## config.mk

```make
export PLATFORM = sky130hd
export DESIGN_NAME = bps_sequencer
export DESIGN_NICKNAME = d
export VERILOG_FILES = /design/src/hw/bps_pkg.sv /design/src/hw/bps_sequencer.sv /design/src/hw/bps_sync.sv
export VERILOG_INCLUDE_DIRS = /design/src /design/src/hw
export SDC_FILE = /design/constraint.sdc
export NUM_CORES = 1
export LEC_CHECK = 0
export ABC_AREA = 1
export BUFFER_PORTS_ARGS = -buffer_cell sky130_fd_sc_hd__clkbuf_2
export CAP_MARGIN = 20
export CORE_ASPECT_RATIO = 0.7
export CORE_UTILIZATION = 42
export CTS_BUF_LIST = sky130_fd_sc_hd__clkbuf_8
export CTS_CLUSTER_SIZE = 30
export DETAILED_ROUTE_END_ITERATION = 16
export HOLD_SLACK_MARGIN = 0.02
export PLACE_DENSITY = 0.67
export SYNTH_ARGS = -nofsm -noshare
export SYNTH_HDL_FRONTEND = slang
export SYNTH_SLANG_ARGS = --single-unit
```

## constraint.sdc

```tcl
create_clock -name clk_sys -period 5.8 [get_ports clk_sys]
set_input_delay 0.58 -clock clk_sys [delete_from_list [all_inputs] [get_ports clk_sys]]
set_output_delay 0.58 -clock clk_sys [all_outputs]
set_load 0.05 [all_outputs]
```

## src/hw/bps_defines.svh

```systemverilog
// Constants of the buck protection sequencer: counts, thresholds, resets.
// Assumes one system clock of 200 MHz and a switching-cycle tick input.
`ifndef BPS_DEFINES_SVH
`define BPS_DEFINES_SVH

// ============================================================
// Clock and watchdog timing
`define BPS_CLK_PERIOD_NS  5
`define BPS_WDOG_NS        250
`define BPS_WDOG_CYCLES    (`BPS_WDOG_NS / `BPS_CLK_PERIOD_NS)

// ============================================================
// Soft-start and power-good timing in switching cycles
`define BPS_SS_DELAY_TICKS 11'd1024
`define BPS_SS_RAMP_TICKS  11'd1024
`define BPS_UV_ARM_LEVEL   11'd820
`define BPS_PG_DELAY_TICKS 2'd3

// ============================================================
// Overcurrent latch-off count
`define BPS_OC_LIMIT       3'd7

// ============================================================
// Reset values
`define BPS_REF_RESET      11'h000
`define BPS_CNT_RESET      11'h000

`endif

```

## src/hw/bps_pkg.sv

```systemverilog
// Types of the buck protection sequencer.
// Assumes the constants header is included by the design files.
package bps_pkg;

  // ============================================================
  // Sequencer states, one-hot.
  typedef enum logic [5:0] {
    BPS_ST_OFF     = 6'b000001,
    BPS_ST_DELAY   = 6'b000010,
    BPS_ST_RAMP    = 6'b000100,
    BPS_ST_PG_WAIT = 6'b001000,
    BPS_ST_RUN     = 6'b010000,
    BPS_ST_FAULT   = 6'b100000
  } bps_state_t;

endpackage : bps_pkg

```

## src/hw/bps_sequencer.sv

```systemverilog
// Protection and gate-command sequencer of a synchronous buck controller.
// Assumes comparator levels and a one-cycle switching tick from outside.
// Functional notes
// RULE1 - Power-good low outside the output window.
// RULE2 - Power-good rises three switching cycles after ramp.
// RULE3 - Undervoltage after soft-start latches both switches off.
// RULE4 - Overvoltage: high off, low on until half.
// RULE5 - In fault, overvoltage still turns low side on.
// RULE6 - Disabled overvoltage turns low side on, latched.
// RULE7 - Enable rising clears guard, starts soft-start.
// RULE8 - Undervoltage in soft-start restarts the sequence.
// RULE9 - Power-good drops in the fault's own cycle.
// RULE10 - Overcurrent forces low side until next tick.
// RULE11 - Seven consecutive overcurrent cycles latch off.
// RULE12 - Cycling supply or enable clears fault latches.
// RULE13 - Dead time waits on switch node, gate.
// RULE14 - Watchdog turns low side on anyway.
// RULE15 - Soft-start: 1024 cycles wait, 1024 ramp.
// RULE16 - Undervoltage armed from 80 percent of ramp.
// RULE17 - Loop keeps low side off until first pulse.
// RULE18 - Clean cycle clears overcurrent count; inputs synchronised.
`timescale 1ns/1ps
`default_nettype none
`include "bps_defines.svh"

module bps_sequencer #(
  parameter logic [10:0] SS_DELAY_TICKS = `BPS_SS_DELAY_TICKS,
  parameter logic [10:0] SS_RAMP_TICKS  = `BPS_SS_RAMP_TICKS,
  parameter logic [10:0] UV_ARM_LEVEL   = `BPS_UV_ARM_LEVEL,
  parameter logic [1:0]  PG_DELAY_TICKS = `BPS_PG_DELAY_TICKS,
  parameter logic [2:0]  OC_LIMIT       = `BPS_OC_LIMIT,
  parameter logic [7:0]  WDOG_CYCLES    = 8'(`BPS_WDOG_CYCLES)
) (
  // Clock and reset.
  input  wire logic  clk_sys,
  input  wire logic  nrst,
  // Supply and enable.
  input  wire logic  enable_in,
  input  wire logic  supply_ok,
  // Switching clock tick and loop demand.
  input  wire logic  switch_tick,
  input  wire logic  pwm_demand,
  // Output-sense comparators.
  input  wire logic  output_sense_over,
  input  wire logic  output_sense_under,
  input  wire logic  output_sense_below_half,
  // Current-sense comparator on plus minus minus.
  input  wire logic  current_sense_over,
  // Dead-time sense comparators.
  input  wire logic  switch_node_low,
  input  wire logic  low_gate_drive_low,
  // Switch commands.
  output logic       high_side_switch,
  output logic       low_side_switch,
  // Status.
  output logic       power_good_flag,
  output logic [10:0] reference_level,
  output logic       undervoltage_fault,
  output logic       overvoltage_fault,
  output logic       overcurrent_fault,
  output logic       disabled_overvoltage_guard
);
  import bps_pkg::*;

  // ============================================================
  // Reset release and input synchronisation
  logic       rst_n_q1;
  logic       rst_n_q2;
  logic [9:0] raw_in;
  logic [9:0] syn;

  // Reset asserts at once and releases through two flops.
  always_ff @(posedge clk_sys or negedge nrst) begin
    if (!nrst) begin
      rst_n_q1 <= 1'b0;
      rst_n_q2 <= 1'b0;
    end else begin
      rst_n_q1 <= 1'b1;
      rst_n_q2 <= rst_n_q1;
    end
  end

  // Gather the enable, supply, tick and demand inputs and the comparator levels for the synchroniser.
  assign raw_in = {enable_in, supply_ok, switch_tick, pwm_demand,
                   output_sense_over, output_sense_under,
                   output_sense_below_half, current_sense_over,
                   switch_node_low, low_gate_drive_low};

  bps_sync #(.WIDTH(10)) u_sync ( // RULE18
    .clk_sys (clk_sys),
    .rst_n   (rst_n_q2),
    .d       (raw_in),
    .q       (syn)
  );

  logic en_s, sup_s, tick_s, pwm_s, ov_s, uv_s, half_s, oc_s, node_s, lg_s;
  assign {en_s, sup_s, tick_s, pwm_s, ov_s, uv_s,
          half_s, oc_s, node_s, lg_s} = syn;

  // ============================================================
  // Sequencer state
  bps_state_t  state_q, state_d;
  logic [10:0] cnt_q, cnt_d;
  logic [10:0] ref_q, ref_d;
  logic [1:0]  pg_cnt_q, pg_cnt_d;
  logic [2:0]  oc_cnt_q, oc_cnt_d;
  logic        oc_seen_q, oc_seen_d;
  logic        oc_hold_q, oc_hold_d;
  logic        ov_hold_q, ov_hold_d;
  logic        first_q, first_d;
  logic        guard_q, guard_d;
  logic        uvf_q, uvf_d, ovf_q, ovf_d, ocf_q, ocf_d;
  logic        en_prev_q;
  logic        pg_q, pg_d;
  logic        hs_want, ls_want;
  logic        en_rise;

  assign en_rise = en_s && !en_prev_q;

  // Next-state logic of the sequence, protections and drive wishes.
  always_comb begin
    state_d   = state_q;
    cnt_d     = cnt_q;
    ref_d     = ref_q;
    pg_cnt_d  = pg_cnt_q;
    oc_cnt_d  = oc_cnt_q;
    oc_seen_d = oc_seen_q;
    oc_hold_d = oc_hold_q;
    ov_hold_d = ov_hold_q;
    first_d   = first_q;
    guard_d   = guard_q;
    uvf_d     = uvf_q;
    ovf_d     = ovf_q;
    ocf_d     = ocf_q;
    hs_want   = 1'b0;
    ls_want   = 1'b0;
    if (state_q != BPS_ST_OFF && !(en_s && sup_s)) begin
      state_d = BPS_ST_OFF; // RULE12
      ls_want = ov_s;
    end else begin
      unique case (state_q)
        BPS_ST_OFF: begin
          uvf_d     = 1'b0; // RULE12
          ovf_d     = 1'b0;
          ocf_d     = 1'b0;
          ov_hold_d = 1'b0;
          oc_hold_d = 1'b0;
          cnt_d     = `BPS_CNT_RESET;
          ref_d     = `BPS_REF_RESET;
          if (ov_s) begin
            guard_d = 1'b1; // RULE6
          end
          ls_want = guard_q || ov_s; // RULE6
          if (en_rise) begin
            guard_d = 1'b0; // RULE7
          end
          if (en_s && sup_s) begin
            state_d  = BPS_ST_DELAY; // RULE7
            guard_d  = 1'b0;
            first_d  = 1'b0;
            oc_cnt_d = 3'h0;
            oc_seen_d = 1'b0;
            ls_want  = 1'b0;
          end
        end
        BPS_ST_DELAY: begin
          if (tick_s) begin
            cnt_d = cnt_q + 11'h001;
            if (cnt_q == SS_DELAY_TICKS - 11'h001) begin
              state_d = BPS_ST_RAMP; // RULE15
              cnt_d   = `BPS_CNT_RESET;
            end
          end
        end
        BPS_ST_RAMP, BPS_ST_PG_WAIT, BPS_ST_RUN: begin
          // Loop drive, with low side masked until the first pulse.
          hs_want = pwm_s && !oc_s && !oc_hold_q;
          ls_want = oc_s || oc_hold_q || (!pwm_s && first_q); // RULE10 RULE17
          if (pwm_s) begin
            first_d = 1'b1; // RULE17
          end
          // Hold the low side until the next tick after an overcurrent.
          if (oc_s) begin
            oc_hold_d = 1'b1; // RULE10
          end else if (tick_s) begin
            oc_hold_d = 1'b0;
          end
          if (tick_s) begin
            oc_seen_d = 1'b0;
            oc_cnt_d  = (oc_seen_q || oc_s) ? oc_cnt_q + 3'h1 : 3'h0; // RULE18
          end else begin
            oc_seen_d = oc_seen_q || oc_s;
          end
          if (state_q == BPS_ST_RAMP && tick_s) begin
            cnt_d = cnt_q + 11'h001;
            ref_d = cnt_q + 11'h001; // RULE15
            if (cnt_q == SS_RAMP_TICKS - 11'h001) begin
              state_d  = BPS_ST_PG_WAIT;
              pg_cnt_d = 2'h0;
            end
          end
          if (state_q == BPS_ST_PG_WAIT && tick_s) begin
            pg_cnt_d = pg_cnt_q + 2'h1;
            if (pg_cnt_q == PG_DELAY_TICKS - 2'h1) begin
              state_d = BPS_ST_RUN; // RULE2
            end
          end
          if (uv_s) begin
            if (state_q != BPS_ST_RAMP) begin
              state_d = BPS_ST_FAULT; // RULE3
              uvf_d   = 1'b1;
            end else if (ref_q >= UV_ARM_LEVEL) begin // RULE16
              state_d = BPS_ST_DELAY; // RULE8
              cnt_d   = `BPS_CNT_RESET;
              ref_d   = `BPS_REF_RESET;
              first_d = 1'b0;
            end
          end
          if (oc_cnt_q == OC_LIMIT) begin
            state_d = BPS_ST_FAULT; // RULE11
            ocf_d   = 1'b1;
          end
        end
        BPS_ST_FAULT: begin
          if (half_s && !ov_s) begin
            ov_hold_d = 1'b0; // RULE4
          end
          ls_want = ov_s || ov_hold_q; // RULE5
        end
        default: begin
          state_d = BPS_ST_OFF;
        end
      endcase
      // Overvoltage is checked in every enabled state and wins.
      if (state_q != BPS_ST_OFF && ov_s) begin
        state_d   = BPS_ST_FAULT; // RULE4
        ovf_d     = 1'b1;
        ov_hold_d = 1'b1;
      end
      if (state_d == BPS_ST_FAULT) begin
        hs_want = 1'b0; // RULE3 RULE11
        ls_want = ov_s || (ov_hold_q && state_q == BPS_ST_FAULT);
      end
    end
    pg_d = (state_d == BPS_ST_RUN) && !ov_s && !uv_s; // RULE1 RULE9
  end

  // Sequencer registers.
  always_ff @(posedge clk_sys or negedge rst_n_q2) begin
    if (!rst_n_q2) begin
      state_q   <= BPS_ST_OFF;
      cnt_q     <= `BPS_CNT_RESET;
      ref_q     <= `BPS_REF_RESET;
      pg_cnt_q  <= 2'h0;
      oc_cnt_q  <= 3'h0;
      oc_seen_q <= 1'b0;
      oc_hold_q <= 1'b0;
      ov_hold_q <= 1'b0;
      first_q   <= 1'b0;
      guard_q   <= 1'b0;
      uvf_q     <= 1'b0;
      ovf_q     <= 1'b0;
      ocf_q     <= 1'b0;
      en_prev_q <= 1'b0;
      pg_q      <= 1'b0;
    end else begin
      state_q   <= state_d;
      cnt_q     <= cnt_d;
      ref_q     <= ref_d;
      pg_cnt_q  <= pg_cnt_d;
      oc_cnt_q  <= oc_cnt_d;
      oc_seen_q <= oc_seen_d;
      oc_hold_q <= oc_hold_d;
      ov_hold_q <= ov_hold_d;
      first_q   <= first_d;
      guard_q   <= guard_d;
      uvf_q     <= uvf_d;
      ovf_q     <= ovf_d;
      ocf_q     <= ocf_d;
      en_prev_q <= en_s;
      pg_q      <= pg_d;
    end
  end

  // ============================================================
  // Dead-time control and watchdog
  logic       hs_q, hs_d, ls_q, ls_d;
  logic       node_wait_q, node_wait_d, lg_wait_q, lg_wait_d;
  logic       node_ok, lg_ok;
  logic [7:0] wd_q, wd_d;

  // High side waits for a low gate; low side waits for the node or dog.
  // A sense level counts only once it has shown the switched state since
  // its switch went on, so a stale synchronised level cannot open early.
  always_comb begin
    node_wait_d = node_wait_q;
    lg_wait_d   = lg_wait_q;
    if (!node_s) begin
      node_wait_d = 1'b0;
    end else if (hs_q) begin
      node_wait_d = 1'b1; // RULE13
    end
    if (!lg_s) begin
      lg_wait_d = 1'b0;
    end else if (ls_q) begin
      lg_wait_d = 1'b1; // RULE13
    end
    node_ok = node_s && !node_wait_q;
    lg_ok   = lg_s && !lg_wait_q;
    hs_d = hs_want && !ls_q && lg_ok; // RULE13
    wd_d = 8'h00;
    if (ls_want && !hs_q && !ls_q && !node_ok && wd_q != WDOG_CYCLES) begin
      wd_d = wd_q + 8'h01; // RULE14
    end else if (ls_want && !ls_q && wd_q == WDOG_CYCLES) begin
      wd_d = wd_q;
    end
    ls_d = ls_want && !hs_q &&
           (ls_q || node_ok || wd_q == WDOG_CYCLES); // RULE13 RULE14
  end

  // Gate command registers.
  always_ff @(posedge clk_sys or negedge rst_n_q2) begin
    if (!rst_n_q2) begin
      hs_q        <= 1'b0;
      ls_q        <= 1'b0;
      node_wait_q <= 1'b0;
      lg_wait_q   <= 1'b0;
      wd_q        <= 8'h00;
    end else begin
      hs_q        <= hs_d;
      ls_q        <= ls_d;
      node_wait_q <= node_wait_d;
      lg_wait_q   <= lg_wait_d;
      wd_q        <= wd_d;
    end
  end

  assign high_side_switch           = hs_q;
  assign low_side_switch            = ls_q;
  assign power_good_flag            = pg_q;
  assign reference_level            = ref_q;
  assign undervoltage_fault         = uvf_q;
  assign overvoltage_fault          = ovf_q;
  assign overcurrent_fault          = ocf_q;
  assign disabled_overvoltage_guard = guard_q;
endmodule : bps_sequencer

`default_nettype wire

```

## src/hw/bps_sync.sv

```systemverilog
// Two-stage synchroniser for a group of comparator levels.
// Assumes an active-low reset already released in step with the clock.
`timescale 1ns/1ps
`default_nettype none

module bps_sync #(
  parameter int WIDTH = 1
) (
  // Clock and reset.
  input  wire logic             clk_sys,
  input  wire logic             rst_n,
  // Levels in and out.
  input  wire logic [WIDTH-1:0] d,
  output logic      [WIDTH-1:0] q
);

  // ============================================================
  // Stages
  logic [WIDTH-1:0] meta_q;
  logic [WIDTH-1:0] meta_d;
  logic [WIDTH-1:0] q_d;

  // The first stage feeds only the second one.
  always_comb begin
    meta_d = d;
    q_d    = meta_q;
  end

  // Both stages clear to zero under reset.
  always_ff @(posedge clk_sys or negedge rst_n) begin
    if (!rst_n) begin
      meta_q <= '0;
      q      <= '0;
    end else begin
      meta_q <= meta_d;
      q      <= q_d;
    end
  end

endmodule : bps_sync

`default_nettype wire

```

==> flow_summary.ini <==
[route]
ant_nets = 0
via_count = 2957
wl_per_cell_um = 13.8
routed_wl_um = 8140
drt_first_iter_violations = 215
drtPass1Iterations = 5
drc_errors = 0
detail_route.vias_per_cell = 5.02

[timing]
final.setup.tns_ns = 0
setup_viol = 0
rsz0062_at_grt = false
tightest_slew_ns = 0.932
slew_headroom_pct = 37.9
min_period_over_period_pct = 37.1
max_freq_mhz = 465
finalCriticalPeriod_ns = 2.15
hold_viol = 0
finClkSkew_ns = 0.0175
slew_violations = 0

[pwr]
power_density_nw_per_um2 = 362
p_int_mw = 0.907
ir_drop_mv = 0.173
switchingPower_mw = 0.614
p_clk_share_pct = 23.1
power.total_mw = 1.52
p_leak_nw = 1.97
seqPwrFrac_pct = 44.9
p_sw_share_pct = 40.4
p_comb_share_pct = 32.1

[floorplan]
fp.coreArea_um2 = 8580
initial_core_util_pct = 44.1
io_pins = 30
rows = 28
die_x_um = 115
dieArea_um2 = 9400
fp.dieH_um = 81.4

[grt]
global_route.overflow_total = 0
grt_use_total_pct = 19.5
grt_pass1_vias = 2772
grt_pass1_wl_um = 13800
antenna_found_initial = 0
grt_max_degree = 76

[final_layout]
multi_input_area_um2 = 1610
area_growth_pct = 11.0
n_fill_cell = 817
seq_area_um2 = 1930
diodes = 0
nets = 483
drive_gt1_share_pct = 16.4

[placement]
port_buffers = 29
gp_congestion = 0.898
hpwlAfterDp_um = 5890

[worst_setup_path]
path_class = reg2reg
worstPathArrival_ns = 2.41
timing.critical_path.required_ns = 6.06
critPathCaptureType = register
r2r_slack_ns = 3.65
slowest_stage = dfrtp_1
reg2reg_from = state_q[1]$_DFF_PN0_
startpoint_type = register
cp_common_cell = nor2_1
path_buf_inv = 1
cpPeakStageDelay_ns = 0.47
reg2reg_depth = 10
path_max_fanout = 15
timing.rr.end = cnt_q[9]$_DFFE_PN0P_
worstPathCellList = nor2_2 -> nand3_2 -> nand3_2 -> nor2_1 -> nand2_1 -> nand2_2 -> inv_2 -> o21ai_0 -> nor2_1 -> nor2_1
path_delay_family = simple AND/OR/NAND/NOR gates

[clock_tree]
clk_pin_slew_ns = 0.09
cts.sinks = 77
ctsResizeCount = 0
clk_latency_ns = 0.37
cts_buffers = 9
clock_path_buffers = 2
post_cts_buffers = 0
htreeDepth = 3
root_buffer = clkbuf_8
cts_tree = yes

[hold_path]
whs_path_depth = 1
holdPathEnd = u_sync.meta_q[5]$_DFF_PN0_
holdCritStartpoint = output_sense_over
hp-class = in2reg

[outcome]
status = finished, final reports clean

[synthesis]
ys_ff_latch = 77
post_synth_main_area_contributors = dfrtp_1, nand2_1, nor2_1
synth.distinct_cells = 41
synth_top_area_share_pct = 50.3
seq_area_frac_synth_pct = 51.0
syn_area_um2 = 3780
synth_area_per_cell_um2 = 8.80
synth_nets = 448
yosysWarnings = 0
netlist.top_cell.by_area = dfrtp_1
syn_inst = 430

[job]
max-cap-violations = 0
## sequential cells by signal (all words and copies together) (netlist names)
register and count:
cnt_q 11, disabled_overvoltage_guard 1, en_prev_q 1, first_q 1, high_side_switch 1, lg_wait_q 1, low_side_switch 1, node_wait_q 1
oc_cnt_q 3, oc_hold_q 1, oc_seen_q 1, ov_hold_q 1, overcurrent_fault 1, overvoltage_fault 1, pg_cnt_q 2, power_good_flag 1
reference_level 11, rst_n_q1 1, rst_n_q2 1, state_q 6, u_sync.meta_q 10, u_sync.q 10, undervoltage_fault 1, wd_q 8
## metrics by stage
| stage | hold slack [ns] | area [µm²] | std cells | setup slack, ns | utilization [%] |
|---|---|---|---|---|---|
| after floorplan | 0.284 | 3780 | 430 | 3.50 | - |
| after CTS | 0.291 | 4200 | 589 | 3.67 | 48.9 |
| after global placement | 0.332 | 4030 | 573 | 3.71 | 46.9 |
| after global routing | 0.298 | 4200 | 589 | 3.42 | 48.9 |
| after detailed placement | 0.336 | 4030 | 573 | 3.68 | 46.9 |
| final | 0.312 | 4200 | 589 | 3.65 | 48.9 |
## cells in the final DEF, fill, tap and decap left out, types with 2 or more instances in the layout
cell type,n
nand2_1,82
dfrtp_1,75
nor2_1,61
inv_1,46
o21ai_0,39
clkbuf_2,29
nand3_1,18
a21oi_1,9
clkbuf_8,9
nand4_1,8
xor2_1,8
ha_1,6
nand3b_1,5
o21ai_1,5
o211ai_1,4
nand2_2,4
or2_2,4
a31oi_1,4
o21a_1,4
o21ai_2,4
nor2_2,3
nand3_4,3
nand3_2,3
nor3_1,3
xnor2_1,3
nor2_4,2
nand2_4,2
nand4_4,2
a21oi_2,2
nor4_1,2
inv_2,2
a22oi_1,2
o22ai_1,2
clkinvlp_4,2
## worst register-to-register path: cells and delay by family (launching register included)
family / cells / cell delay, ns
buffers and inverters: 1 / 0.21
AOI/OAI and AO/OA: 1 / 0.11
DFF: 1 / 0.47
and+or+nand+nor: 8 / 1.24
## routing by layer
layer / wire [µm] / vias up / track usage [%]
met3: 403 / 12 / 4.78
met4: 120 / 0 / 8.05
met5: 0 / - / 0
li1: - / 1477 / -
met2: 3250 / 63 / 25.1
met1: 4360 / 1405 / 30.4
## worst max-delay path by stage
stage                    startpoint                             end  slack, ns  cells after the start
3_3_place_gp   state_q[5]$_DFF_PN0_            cnt_q[8]$_DFFE_PN0P_       3.71                     10
5_1_grt        state_q[5]$_DFF_PN0_            cnt_q[9]$_DFFE_PN0P_       3.42                     10
3_5_place_dp   state_q[0]$_DFF_PN1_  undervoltage_fault$_DFFE_PN0P_       3.68                      8
6_report       state_q[1]$_DFF_PN0_            cnt_q[9]$_DFFE_PN0P_       3.65                     10
2_1_floorplan    rst_n_q2$_DFF_PN0_            cnt_q[0]$_DFFE_PN0P_       3.50                      0
4_1_cts        state_q[5]$_DFF_PN0_            cnt_q[9]$_DFFE_PN0P_       3.67                     10
## cell type report
type                            count  area share [%]
Timing Repair Buffer               31            3.87
Clock buffer                        9            2.95
Clock inverter                      6           0.983
Multi-Input combinational cell    299            38.4
Sequential cell                    77            46.0
Inverter                           47            4.20
Tap cell                          120            3.57
## kinds of logic after synthesis
| family | after synthesis | synth area share (%) |
|---|---|---|
| XOR/XNOR | 11 | 2.55 |
| flip-flops | 77 | 51.0 |
| buffers and inverters | 54 | 6.35 |
| adder cells (fa/ha/maj) | 6 | 1.98 |
| AO/OA/AOI/OAI | 76 | 11.6 |
| AND/OR/NAND/NOR | 205 | 26.5 |
| other | 1 | 0.0991 |
## power groups by stage
stage | combinational [mW] | clock (mW) | sequential [mW]
5_1_grt | 0.548 | 0.383 | 0.695
3_3_place_gp | 0.475 | 0 | 0.690
2_1_floorplan | 0.359 | 0 | 0.713
3_5_place_dp | 0.486 | 0 | 0.690
6_report | 0.488 | 0.351 | 0.682
4_1_cts | 0.486 | 0.366 | 0.681
## what timing repair did
item / 4_1_cts / 5_1_grt
endpoints found under the setup margin: 0 / 0
hold buffers: 1 / 0
hold endpoints to repair: 2 / 0
## cells in the mapped netlist, drive strengths merged
cell type  count
inv           47
o21a           4
ha             6
nor4           2
o21ai         48
o22ai          2
buf            6
clkbuf         1
nand3b         5
a21oi         11
a22oi          2
nand4         10
dfstp          1
dfrtp         76
a31oi          4
nor3b          1
nor3           3
xor2           8
xnor2          3
or2            6
o211ai         4
o21bai         1
nor2          66
nand3         24
conb           1
nand2         88
(Power assumes the default switching activity.)
